<file path="config.mk">
export PLATFORM = sky130hd
export DESIGN_NAME = timed_io_port
export DESIGN_NICKNAME = d
export VERILOG_FILES = /design/src/timed_io_pkg.sv /design/src/timed_io_port.sv
export VERILOG_INCLUDE_DIRS = /design/src
export SDC_FILE = /design/constraint.sdc
export NUM_CORES = 2
export LEC_CHECK = 0
export BUFFER_PORTS_ARGS = -buffer_cell sky130_fd_sc_hd__buf_2
export CAP_MARGIN = 20
export CORE_ASPECT_RATIO = 0.5
export CORE_UTILIZATION = 29
export CTS_BUF_LIST = sky130_fd_sc_hd__clkbuf_2
export CTS_CLUSTER_DIAMETER = 200
export DETAILED_ROUTE_END_ITERATION = 8
export SKIP_LAST_GASP = 1
export SLEW_MARGIN = 20
export SYNTH_ARGS = -nofsm -noshare
export SYNTH_HDL_FRONTEND = slang
export SYNTH_SLANG_ARGS = --single-unit
export TNS_END_PERCENT = 100
</file>
<file path="constraint.sdc">
create_clock -name clk_sys -period 32.3 [get_ports clk_sys]
set_input_delay 6.46 -clock clk_sys [delete_from_list [all_inputs] [get_ports clk_sys]]
set_output_delay 6.46 -clock clk_sys [all_outputs]
set_load 0.02 [all_outputs]
</file>
<file path="src/timed_io_params.svh">
`ifndef TIMED_IO_PARAMS_SVH
`define TIMED_IO_PARAMS_SVH

// Structure of the port bank.
`define NUM_PORTS    6
`define NUM_CLKBLK   6
`define PIN_COUNT    32
`define LINK_PIN_LO  28
`define LINK_PINS    4

// Register index map: port p occupies indices p*8 .. p*8+6.
`define ADDR_W       6
`define OFF_CTRL     3'h0
`define OFF_DATA     3'h1
`define OFF_TIME     3'h2
`define OFF_COUNT    3'h3
`define OFF_STAMP    3'h4
`define OFF_STAT     3'h5
`define OFF_COND     3'h6
`define CB_PAGE      3'h6
`define GLOBAL_ADDR  6'h38

// Port control register fields.
`define CTRL_W       10
`define CTRL_EN      0
`define CTRL_DIROUT  1
`define CTRL_OD      2
`define CTRL_CLK_LO  3
`define CTRL_CLK_HI  5
`define CTRL_CND_LO  6
`define CTRL_CND_HI  7
`define CTRL_SIN_EN  8
`define CTRL_SOUT_EN 9
`define CTRL_RESET   10'h000

// Status register fields.
`define STAT_TXFULL  0
`define STAT_RXFULL  1
`define STAT_ARMED   2

// Clock block configuration fields.
`define CB_SRC_PIN   0
`define CB_PIN_SEL   1
`define CB_DIV_LO    8
`define CB_DIV_HI    15
`define CB_RESET     16'h0000

// Global register fields.
`define GLB_LINK_EN  0

`define COUNT_RESET  16'h0000

`endif

</file>
<file path="src/timed_io_pkg.sv">
package timed_io_pkg;

	typedef enum logic [1:0] {
		COND_NONE,
		COND_EQUAL,
		COND_DIFFER,
		COND_RSVD
	} cond_mode_t;

	typedef logic [15:0] port_count_t;

endpackage : timed_io_pkg

</file>
<file path="src/timed_io_port.sv">
`timescale 1ns/100ps
`include "timed_io_params.svh"

module timed_io_port (
	// Clock and reset.
	input  wire logic                clk_sys,
	input  wire logic                rst,
	// Register port.
	input  wire logic [`ADDR_W-1:0]  regAddr,
	input  wire logic [31:0]         regWrData,
	input  wire logic                regWr,
	input  wire logic                regRd,
	output logic      [31:0]         regRdData,
	// Pins.
	input  wire logic [31:0]         pinIn,
	output logic      [31:0]         pinOut,
	output logic      [31:0]         pinOe,
	// Strobes.
	input  wire logic                strobeIn,
	output logic                     strobeOut,
	// Link sharing pins 28 to 31.
	input  wire logic [3:0]          linkTx,
	output logic      [3:0]          linkRx,
	// Events to the processor.
	output logic      [5:0]          portEvent
);

	// ----------------------------------------------------------------
	// Decode functions
	// ----------------------------------------------------------------
	function automatic logic [31:0] portMask(input logic [2:0] p);
		case (p)
			3'h0:    portMask = 32'h00000001;
			3'h1:    portMask = 32'h00000002;
			3'h2:    portMask = 32'h0000000F;
			3'h3:    portMask = 32'h000000FF;
			3'h4:    portMask = 32'h0000FFFF;
			3'h5:    portMask = 32'hFFFFFFFF;
			default: portMask = 32'h00000000;
		endcase
	endfunction : portMask

	function automatic logic [4:0] portBase(input logic [2:0] p);
		portBase = (p == 3'h1) ? 5'h01 : 5'h00;
	endfunction : portBase

	// Lowest-index port is the narrowest, so it is searched last and wins.
	function automatic logic [2:0] pinOwner(input logic [5:0] en,
			input logic [4:0] pin);
		logic [31:0] m;
		pinOwner = 3'h6;
		for (int p = 5; p >= 0; p--) begin
			m = portMask(3'(p));
			if (en[p] && m[pin])
				pinOwner = 3'(p);
		end
	endfunction : pinOwner

	// ----------------------------------------------------------------
	// Input synchronisers
	// ----------------------------------------------------------------
	logic [31:0] pinMeta_r;
	logic [31:0] pinSync_r;
	logic [31:0] pinPrev_r;
	logic        strobeMeta_r;
	logic        strobeSync_r;
	logic        linkEn_r;

	always_ff @(posedge clk_sys or posedge rst) begin
		if (rst) begin
			pinMeta_r    <= 32'h00000000;
			pinSync_r    <= 32'h00000000;
			pinPrev_r    <= 32'h00000000;
			strobeMeta_r <= 1'b0;
			strobeSync_r <= 1'b0;
		end else begin
			pinMeta_r    <= pinIn;
			pinSync_r    <= pinMeta_r;
			pinPrev_r    <= pinSync_r;
			strobeMeta_r <= strobeIn;
			strobeSync_r <= strobeMeta_r;
		end
	end

	// ----------------------------------------------------------------
	// Register decode
	// ----------------------------------------------------------------
	wire [2:0]  selPort = regAddr[5:3];
	wire [2:0]  selOff  = regAddr[2:0];
	wire        cbHit   = (selPort == `CB_PAGE) && (selOff < 3'h6);
	wire        glbHit  = (regAddr == `GLOBAL_ADDR);

	// ----------------------------------------------------------------
	// Clock blocks
	// ----------------------------------------------------------------
	logic [15:0] cbCfg_r [`NUM_CLKBLK];
	logic [7:0]  cbCnt_r [`NUM_CLKBLK];
	wire  [5:0]  cbTick;

	assign cbCfg_r[0] = `CB_RESET;
	assign cbCnt_r[0] = 8'h00;
	assign cbTick[0]  = 1'b1;

	genvar c;
	generate
		for (c = 1; c < `NUM_CLKBLK; c++) begin : g_cb
			wire       selPin  = cbCfg_r[c][`CB_PIN_SEL];
			wire       pinEdge = pinSync_r[selPin] & ~pinPrev_r[selPin];
			wire       srcEdge = cbCfg_r[c][`CB_SRC_PIN] ? pinEdge : 1'b1;
			wire [7:0] divSet  = cbCfg_r[c][`CB_DIV_HI:`CB_DIV_LO];
			wire       divEnd  = (cbCnt_r[c] == divSet);
			assign cbTick[c] = srcEdge & divEnd;
			always_ff @(posedge clk_sys or posedge rst) begin
				if (rst) begin
					cbCfg_r[c] <= `CB_RESET;
					cbCnt_r[c] <= 8'h00;
				end else begin
					if (regWr && cbHit && selOff == 3'(c))
						cbCfg_r[c] <= regWrData[15:0];
					if (srcEdge)
						cbCnt_r[c] <= divEnd ? 8'h00 : cbCnt_r[c] + 8'h01;
				end
			end
		end
	endgenerate

	always_ff @(posedge clk_sys or posedge rst) begin
		if (rst)
			linkEn_r <= 1'b0;
		else if (regWr && glbHit)
			linkEn_r <= regWrData[`GLB_LINK_EN];
	end

	// ----------------------------------------------------------------
	// Ports
	// ----------------------------------------------------------------
	logic [`CTRL_W-1:0] ctrl_r   [`NUM_PORTS];
	logic [31:0]        txXfer_r [`NUM_PORTS];
	logic [31:0]        pinReg_r [`NUM_PORTS];
	logic [31:0]        rxXfer_r [`NUM_PORTS];
	logic [31:0]        cond_r   [`NUM_PORTS];
	timed_io_pkg::port_count_t count_r  [`NUM_PORTS];
	timed_io_pkg::port_count_t target_r [`NUM_PORTS];
	timed_io_pkg::port_count_t stamp_r  [`NUM_PORTS];
	logic               txFull_r [`NUM_PORTS];
	logic               rxFull_r [`NUM_PORTS];
	logic               armed_r  [`NUM_PORTS];
	wire  [31:0]        portRd   [`NUM_PORTS];
	wire  [31:0]        portPinVal [`NUM_PORTS];
	wire  [5:0]         en;
	wire  [5:0]         dirOut;
	wire  [5:0]         odMode;
	wire  [5:0]         capture;
	wire  [5:0]         txMove;
	wire  [5:0]         portTick;

	genvar p;
	generate
		for (p = 0; p < `NUM_PORTS; p++) begin : g_port
			wire [2:0]  cbSel  = ctrl_r[p][`CTRL_CLK_HI:`CTRL_CLK_LO];
			wire [31:0] mask   = portMask(3'(p));
			wire [4:0]  base   = portBase(3'(p));
			// Taken-over pins are still sampled, keeping the full width.
			wire [31:0] pinData = (pinSync_r & mask) >> base;
			wire timed_io_pkg::cond_mode_t mode =
				timed_io_pkg::cond_mode_t'(ctrl_r[p][`CTRL_CND_HI:`CTRL_CND_LO]);
			wire        condOk = (mode == timed_io_pkg::COND_NONE) ||
				(mode == timed_io_pkg::COND_EQUAL  && pinData == cond_r[p]) ||
				(mode == timed_io_pkg::COND_DIFFER && pinData != cond_r[p]);
			wire        timeOk = !armed_r[p] || count_r[p] == target_r[p];
			wire        stbOk  = !ctrl_r[p][`CTRL_SIN_EN] || strobeSync_r;
			wire        hit    = regWr && selPort == 3'(p);
			wire        rdData = regRd && selPort == 3'(p) &&
				selOff == `OFF_DATA;

			assign en[p]       = ctrl_r[p][`CTRL_EN];
			assign dirOut[p]   = ctrl_r[p][`CTRL_DIROUT];
			assign odMode[p]   = ctrl_r[p][`CTRL_OD];
			assign portTick[p] = en[p] && cbSel < 3'h6 && cbTick[cbSel];
			assign capture[p]  = portTick[p] && !dirOut[p] && condOk &&
				timeOk && stbOk;
			assign txMove[p]   = portTick[p] && dirOut[p] && txFull_r[p] &&
				timeOk;
			assign portPinVal[p] = pinReg_r[p] << base;
			assign portRd[p] =
				(selOff == `OFF_CTRL)  ? {22'h000000, ctrl_r[p]} :
				(selOff == `OFF_DATA)  ? rxXfer_r[p] :
				(selOff == `OFF_TIME)  ? {16'h0000, target_r[p]} :
				(selOff == `OFF_COUNT) ? {16'h0000, count_r[p]} :
				(selOff == `OFF_STAMP) ? {16'h0000, stamp_r[p]} :
				(selOff == `OFF_STAT)  ? {29'h00000000, armed_r[p],
					rxFull_r[p], txFull_r[p]} :
				(selOff == `OFF_COND)  ? cond_r[p] : 32'h00000000;

			always_ff @(posedge clk_sys or posedge rst) begin
				if (rst) begin
					ctrl_r[p]   <= `CTRL_RESET;
					cond_r[p]   <= 32'h00000000;
					target_r[p] <= `COUNT_RESET;
					count_r[p]  <= `COUNT_RESET;
					stamp_r[p]  <= `COUNT_RESET;
					txXfer_r[p] <= 32'h00000000;
					pinReg_r[p] <= 32'h00000000;
					rxXfer_r[p] <= 32'h00000000;
					txFull_r[p] <= 1'b0;
					rxFull_r[p] <= 1'b0;
					armed_r[p]  <= 1'b0;
				end else begin
					if (hit && selOff == `OFF_CTRL)
						ctrl_r[p] <= regWrData[`CTRL_W-1:0];
					if (hit && selOff == `OFF_COND)
						cond_r[p] <= regWrData & (mask >> base);
					if (portTick[p])
						count_r[p] <= count_r[p] + 16'h0001;
					if (capture[p] || txMove[p])
						stamp_r[p] <= count_r[p];
					if (capture[p])
						rxXfer_r[p] <= pinData;
					if (txMove[p])
						pinReg_r[p] <= txXfer_r[p];
					if (hit && selOff == `OFF_DATA)
						txXfer_r[p] <= regWrData & (mask >> base);
					// A new event wins over a same-cycle clear.
					if (capture[p])
						rxFull_r[p] <= 1'b1;
					else if (rdData)
						rxFull_r[p] <= 1'b0;
					if (hit && selOff == `OFF_DATA)
						txFull_r[p] <= 1'b1;
					else if (txMove[p])
						txFull_r[p] <= 1'b0;
					if (hit && selOff == `OFF_TIME) begin
						target_r[p] <= regWrData[15:0];
						armed_r[p]  <= 1'b1;
					end else if (capture[p] || txMove[p]) begin
						armed_r[p]  <= 1'b0;
					end
				end
			end
		end
	endgenerate

	// ----------------------------------------------------------------
	// Pin multiplexing
	// ----------------------------------------------------------------
	wire [31:0] pinOutNxt;
	wire [31:0] pinOeNxt;

	genvar i;
	generate
		for (i = 0; i < `PIN_COUNT; i++) begin : g_pin
			wire [2:0] own     = pinOwner(en, 5'(i));
			wire       linkPin = linkEn_r && i >= `LINK_PIN_LO;
			wire       drive   = own < 3'h6 && dirOut[own];
			wire       bitVal  = (own < 3'h6) ? portPinVal[own][i] : 1'b0;
			if (i >= `LINK_PIN_LO) begin : g_link
				assign pinOutNxt[i] = linkPin ? linkTx[i-`LINK_PIN_LO] :
					(drive && !odMode[own] && bitVal);
			end else begin : g_plain
				assign pinOutNxt[i] = drive && !odMode[own] && bitVal;
			end
			assign pinOeNxt[i] = linkPin ||
				(drive && (odMode[own] ? !bitVal : 1'b1));
		end
	endgenerate

	// ----------------------------------------------------------------
	// Output registers
	// ----------------------------------------------------------------
	wire [31:0] rdNxt = !regRd ? 32'h00000000 :
		(selPort < 3'h6) ? portRd[selPort] :
		cbHit ? {16'h0000, cbCfg_r[selOff]} :
		glbHit ? {31'h00000000, linkEn_r} : 32'h00000000;
	wire        stbNxt = |(txMove & {ctrl_r[5][`CTRL_SOUT_EN],
		ctrl_r[4][`CTRL_SOUT_EN], ctrl_r[3][`CTRL_SOUT_EN],
		ctrl_r[2][`CTRL_SOUT_EN], ctrl_r[1][`CTRL_SOUT_EN],
		ctrl_r[0][`CTRL_SOUT_EN]});
	// The move is held back one cycle so the strobe meets the new pin value.
	logic       stbMove_r;

	always_ff @(posedge clk_sys or posedge rst) begin
		if (rst) begin
			stbMove_r <= 1'b0;
			regRdData <= 32'h00000000;
			pinOut    <= 32'h00000000;
			pinOe     <= 32'h00000000;
			strobeOut <= 1'b0;
			linkRx    <= 4'h0;
			portEvent <= 6'h00;
		end else begin
			regRdData <= rdNxt;
			pinOut    <= pinOutNxt;
			pinOe     <= pinOeNxt;
			stbMove_r <= stbNxt;
			strobeOut <= stbMove_r;
			linkRx    <= linkEn_r ? pinSync_r[31:28] : 4'h0;
			portEvent <= capture | txMove;
		end
	end
endmodule : timed_io_port

</file>
* Yosys cells after proc, flatten, opt, wreduce, memory -nomap -nowiden
Cells that the tools add are included.
** Storage, ports and cells
- Output and inout port bits :: 107
- Logic and storage cells :: 768
- Flip-flop bits (word level) :: 911
- Bits of input ports :: 79
** Operators by class
- Order comparisons :: 39
- Add/sub/neg operators :: 11
- Equal/unequal tests :: 48
- Reductions and logical operators :: 309
- Bitwise logic cells :: 25
- Muxes and demuxes :: 247
** Operators by type and width (count)
- $bmux 32 s3 :: 7
- $mux 16 :: 31
- $mux 32 :: 14
- $logic_and 1x1->1 :: 192
- $mux 1 :: 152
- $eq 16x16->1 :: 7
- $add 16x1->16 const B :: 6
- $mux 8 :: 9
- $logic_not 1->1 :: 56
- $bmux 1 s3 :: 18
- $bmux 16 s3 :: 1
- $eq 8x8->1 :: 6
- $lt 3x4->1 const B :: 12
- $lt 3x3->1 const B :: 14
- $add 8x1->8 const B :: 5
- $reduce_bool 2->1 :: 18
- $logic_or 1x1->1 :: 34
- $eq 32x32->1 :: 1
- $ge 4x4->1 const B :: 8
- $ne 32x32->1 :: 1
- $not 3->4 :: 8
- $lt 1x6->1 const B :: 5
- $mux 3 :: 7
- $mux 4 :: 5
- other kinds (20) :: 62

* Depth between registers and ports, before layout
- Depth in word-level cells :: 16
- Gate-level depth with buffers :: 11
- Gate-level depth less buffers :: 8

* Worst setup path after synthesis
OpenSTA, ideal clock, no wires.
- Path kind :: input to register
- Start :: input port regAddr[2]
- End :: register cbCfg_r[32] (netlist name)
- Stages :: 6
- Library setup time :: 0.125 ns
- Data required time :: 32.175 ns
- Buffers on the path :: 3
- Setup slack :: 23.631 ns
- Arrival :: 8.545 ns
- Cell sequence :: clkbuf_1 > nand2b_1 > clkbuf_1 > nor4_1 > clkbuf_1 > mux2_2
** Between the ends
- Cells in the longest elaborated chain, start to end :: 4
- Elaborated cells between the ends (all ways) :: 5
- Classes of those cells :: 1 x order compare; 1 x eq/ne; 3 x reduce/logical
** Ends and longest elaborated chain
- start: declaration :: RTL line timed_io_port.sv:9 : input wire logic [`ADDR_W-1:0] regAddr,
- $lt 3x3->1 :: RTL line timed_io_port.sv:90 : wire cbHit = (selPort == `CB_PAGE) && (selOff < 3'h6);
- $logic_and 1x1->1 :: RTL line timed_io_port.sv:90
- $logic_and 1x1->1 :: RTL line timed_io_port.sv:118 : if (regWr && cbHit && selOff == 3'(c))
- $logic_and 1x1->1 (*) :: RTL line timed_io_port.sv:118
- end signal: indexed assignment :: RTL line timed_io_port.sv:115 : cbCfg_r[c] <= `CB_RESET;
- end signal: indexed assignment :: RTL line timed_io_port.sv:119 : cbCfg_r[c] <= regWrData[15:0];
- end: declaration :: RTL line timed_io_port.sv:96 : logic [15:0] cbCfg_r [`NUM_CLKBLK];
Every way passes the cells marked *; elsewhere a longest branch is shown, timed or not.
A chain may end at the register's enable or synchronous reset.

* Worst setup path in the final report
- Start :: input port regAddr[1]
- End :: register regRdData[11]
** Between the ends
- Cells in the longest elaborated chain, start to end :: 13
- Elaborated cells between the ends (all ways) :: 53
- Classes of those cells :: 1 x order compare; 6 x eq/ne; 43 x mux; 1 x bitwise; 2 x reduce/logical
** Ends and longest elaborated chain
- $eq 3x3->1 (no source line)
- $mux 32 or $mux 16 (tied branches) :: RTL line timed_io_port.sv:193 : (selOff == `OFF_COND) ? cond_r[p] : 32'h00000000;
- $mux 32 or $mux 16 (tied branches) :: RTL line timed_io_port.sv:191 : (selOff == `OFF_STAT) ? {29'h00000000, armed_r[p],
- $mux 32 or $mux 16 (tied branches) :: RTL line timed_io_port.sv:190 : (selOff == `OFF_STAMP) ? {16'h0000, stamp_r[p]} :
- $mux 32 or $mux 16 (tied branches) :: RTL line timed_io_port.sv:189 : (selOff == `OFF_COUNT) ? {16'h0000, count_r[p]} :
- $mux 32 or $mux 16 (tied branches) :: RTL line timed_io_port.sv:188 : (selOff == `OFF_TIME) ? {16'h0000, target_r[p]} :
- $mux 32 or $mux 16 (tied branches) :: RTL line timed_io_port.sv:187 : (selOff == `OFF_DATA) ? rxXfer_r[p] :
- $mux 32 or $mux 16 (tied branches) :: RTL line timed_io_port.sv:186 : (selOff == `OFF_CTRL) ? {22'h000000, ctrl_r[p]} :
- $bmux 32 s3 :: RTL line timed_io_port.sv:271 : (selPort < 3'h6) ? portRd[selPort] :
- $mux 32 (not written as such) (2 in a row) :: RTL line timed_io_port.sv:271
- $mux 32 (*) :: RTL line timed_io_port.sv:271
- $mux 32 (*) :: RTL line timed_io_port.sv:270 : wire [31:0] rdNxt = !regRd ? 32'h00000000 :
- via rdNxt[11] :: RTL line timed_io_port.sv:270
- end signal: assignment :: RTL line timed_io_port.sv:291 : regRdData <= rdNxt;
- end: declaration :: RTL line timed_io_port.sv:13 : output logic [31:0] regRdData,
Mark *: on every way through the listed nets, which the timed path passes. The rest lies on a longest branch. The select of a mux whose other input is x is not followed.

==> impl_metrics.csv <==
group,metric,value,unit
clock_tree,cts_root_buf,"clkbuf_2",
grt,grt_pass1_wl,212.6,mm
power_and_ir_drop,leakagePower,22.51,nW
worst_hold_path,worstHoldEndpoint,"g_port[5].pinData[4]",
worst_setup_path,r2r_start,"g_port[5].pinData[0]",
worst_setup_path,start_kind,"input pin",
worst_setup_path,crit_required,33830,ps
sta,fmax,0.1110,GHz
layout,drive_above_1_share,0.3091,
clock_tree,cts_buffers,219,
route,detail_route.wirelength,144.5,mm
layout,fillers,14450,
sta,rsz0062_at_grt,"false",
route,wire_per_inst,25.07,µm
place,dpl.hpwl,98.29,mm
route,ant_nets,0,
sta,finalSetupViolations,0,
run_status,status,"complete, no violations",
job,drv_cap,0,
layout,multiInputGateArea,0.01800,mm²
synthesis,synth_edf_count,0,
floorplanning,die_x,539.0,µm
grt,grt.overflow.total,0,
floorplanning,dieArea,0.1458,mm²
layout,final_cell_mix,"dfrtp_1, mux2_2, clkbuf_2, a21oi_1, nor2_1",
clock_tree,postCtsHoldBufs,0,
synthesis,synth_fp_nets,3538,
route,route.detailed.drc,0,
route,firstDrtPassIters,6,
worst_setup_path,worst-setup-path-type,"input pin to flop",
worst_setup_path,crit_fanout,55,
sta,skew,163.9,ps
worst_hold_path,min_path_cells,0,
floorplanning,io_pins,186,
sta,fin_tns_setup,0,ps
layout,fin_nets,3785,
worst_setup_path,r2r_end,"stbMove_r",
sta,worst_slack,23290,ps
synthesis,avgSynthCellArea,12.13,µm²
worst_setup_path,arrival,10540,ps
power_and_ir_drop,power_density,57.76,mW/mm²
worst_setup_path,rrSetupSlack,27420,ps
sta,hold_viol_final,0,
synthesis,syn-instance-count,3448,
clock_tree,cts_max_level,4,
synthesis,synthArstFlopShare,1.000,
synthesis,ys_seq_elements,911,
floorplanning,start_util,0.2924,
place,port-buffer-count,185,
grt,grt.total_usage,0.1956,
layout,mostFrequentLayoutCell,"dfrtp_1",
worst_hold_path,hold_class,"flop to flop",
worst_setup_path,r2r_cells,9,
grt,grt_pass1_vias,31080,
floorplanning,core_area,0.1430,mm²
layout,area_delta_synth_final,11.95,%
synthesis,syn-cell-area,0.04181,mm²
clock_tree,clk_latency,1690,ps
clock_tree,cts.sinks,911,
route,vias_per_cell,5.314,
place,gp_congestion,0.9384,
grt,antenna_found_initial,12,
sta,slew_viol_final,0,
floorplanning,fp-row-count,98,
clock_tree,cts_buffer_depth,3,
clock_tree,post_cts_buffers,0,
sta,finalWorstPathRequiredPeriod,9010,ps
floorplanning,die_h,270.5,µm
layout,seq_area,0.02280,mm²
clock_tree,cts.clk_slew.worst_paths,110,ps
synthesis,yosysSeqAreaShare,0.5453,
route,via_count,30620,
clock_tree,cts-resized-gates,0,
sta,worstMarginPinSlew,1127,ps
sta,slew_headroom,0.2486,
synthesis,synth.distinct_cells,81,
place,pre_cts_slack,21940,ps
worst_setup_path,end_kind,"flop",
power_and_ir_drop,ir_drop,0.00003016,V
synthesis,synth-main-ff-cell,"dfrtp_1",
route,drtIter0Drc,2959,
worst_hold_path,min_from,"pinMeta_r[4]",
sta,fin_crit_sh,0.2789,
clock_tree,cts_tree,"yes",
grt,grt_start_max_net_pins,193,
synthesis,yosysWarningCount,0,
## per-stage QoR
step | util | total power (W) | cell area (µm²) | hold WS (ps) | std cells
floorplan | - | 0.001748 | 41810 | 331.2 | 3448
global placement | 0.3127 | 0.001923 | 44710 | 334.2 | 5369
detailed placement | 0.3132 | 0.001943 | 44790 | 334.7 | 5372
CTS | 0.3268 | 0.002715 | 46720 | 356.6 | 5751
global route | 0.3273 | 0.002838 | 46790 | 356.3 | 5758
finish | 0.3274 | 0.002703 | 46800 | 345.4 | 5762
## power by group
group	internal [W]	leakage [nW]	switching (W)
sequential	0.00128	12.1	0.000162
clock	0.000281	1.47	0.000490
combinational	0.000212	8.92	0.000281
## area by class of cell
class / instances / share of cell area
Multi-Input combinational cell: 2270 / 0.3845
Sequential cell: 911 / 0.4871
Clock buffer: 313 / 0.03347
Tap cell: 1900 / 0.05079
Timing Repair Buffer: 245 / 0.03181
Inverter: 48 / 0.004010
Clock inverter: 66 / 0.007833
Antenna cell: 9 / 0.0004812
## synthesized netlist by cell type, types with 7 or more instances
library cell    n  area (µm²)
clkbuf_1      174       653.1
nand2_1       146       548.0
a21oi_1       200        1001
nor3_1         32       160.2
mux2i_1       123        1231
and2_1         26       162.7
and4_1         12       105.1
nor4_1         40       250.2
nand3_1        57       285.3
a22oi_1        34       255.2
nor2b_1        14       87.58
nand4_1        60       375.4
nand3b_1        8       60.06
o21ai_0       103       515.5
a31oi_1        13       81.33
nor2_1        202       758.2
o22ai_1        29       181.4
inv_1          46       172.7
ha_1           11       137.6
nand2b_1       17       106.4
or2_2           7       43.79
mux2_1         45       506.7
mux2_4         10       150.1
xor2_1        190        1664
a22o_1         12       105.1
mux2_2        550        6193
and3_1         30       187.7
a221oi_1       31       271.5
a211oi_1       14       105.1
o221ai_1       21       183.9
dfrtp_1       911       22800
buf_1          15       56.30
a221o_1        14       140.1
buf_2          20       100.1
xnor2_1       123        1077
## worst max path at each step
stage                        from  cells past startpoint  slack, ps             to
finish                 regAddr[1]                     12      23290  regRdData[11]
global route        regRdData[10]                      1      23230  regRdData[10]
detailed placement     regAddr[1]                     12      21940  regRdData[11]
CTS                 regRdData[10]                      1      23100  regRdData[10]
floorplan                     rst                      1        230     armed_r[0]
global placement       regAddr[1]                     12      21960  regRdData[11]
## flip-flops by register name (all words and copies together), names as in the netlist, 40 cells and up
| name | cells |
|---|---|
| target_r | 96 |
| cond_r | 62 |
| rxXfer_r | 62 |
| stamp_r | 96 |
| count_r | 96 |
| cbCnt_r | 40 |
| cbCfg_r | 80 |
| pinReg_r | 62 |
| txXfer_r | 62 |
| ctrl_r | 60 |
## critical path, stage by stage
cell and delay, ps:
buf_4 560, buf_4 730, nand2b_1 100, buf_4 260, nor2_2 460, buf_4 460, a221oi_1 140, nor2_1 150
nor2_1 50, o31ai_1 540, o21ai_0 330, nor2_1 200
## cell families (layout without fill, tap and decap cells)
kind of cell / Yosys count / after routing / synth area share
xor gates and xnor gates: 313 / 313 / 0.06557
adders and majority gates: 11 / 11 / 0.003292
muxes: 734 / 734 / 0.1965
DFF: 911 / 911 / 0.5453
buffers and inverters: 267 / 672 / 0.02592
and+or+nand+nor: 677 / 677 / 0.08044
other: 0 / 9 / 0
AOI/OAI and AO/OA: 535 / 535 / 0.08299
## per-layer routing
layer  wire length [µm]  GRT usage  up-vias
li1                   -          -    12930
met3              12280    0.04554      398
met5                117          0        -
met1              59200     0.2525    15730
met4               7383     0.1038        6
met2              65470     0.3049     1554
(Power assumes the default switching activity.)
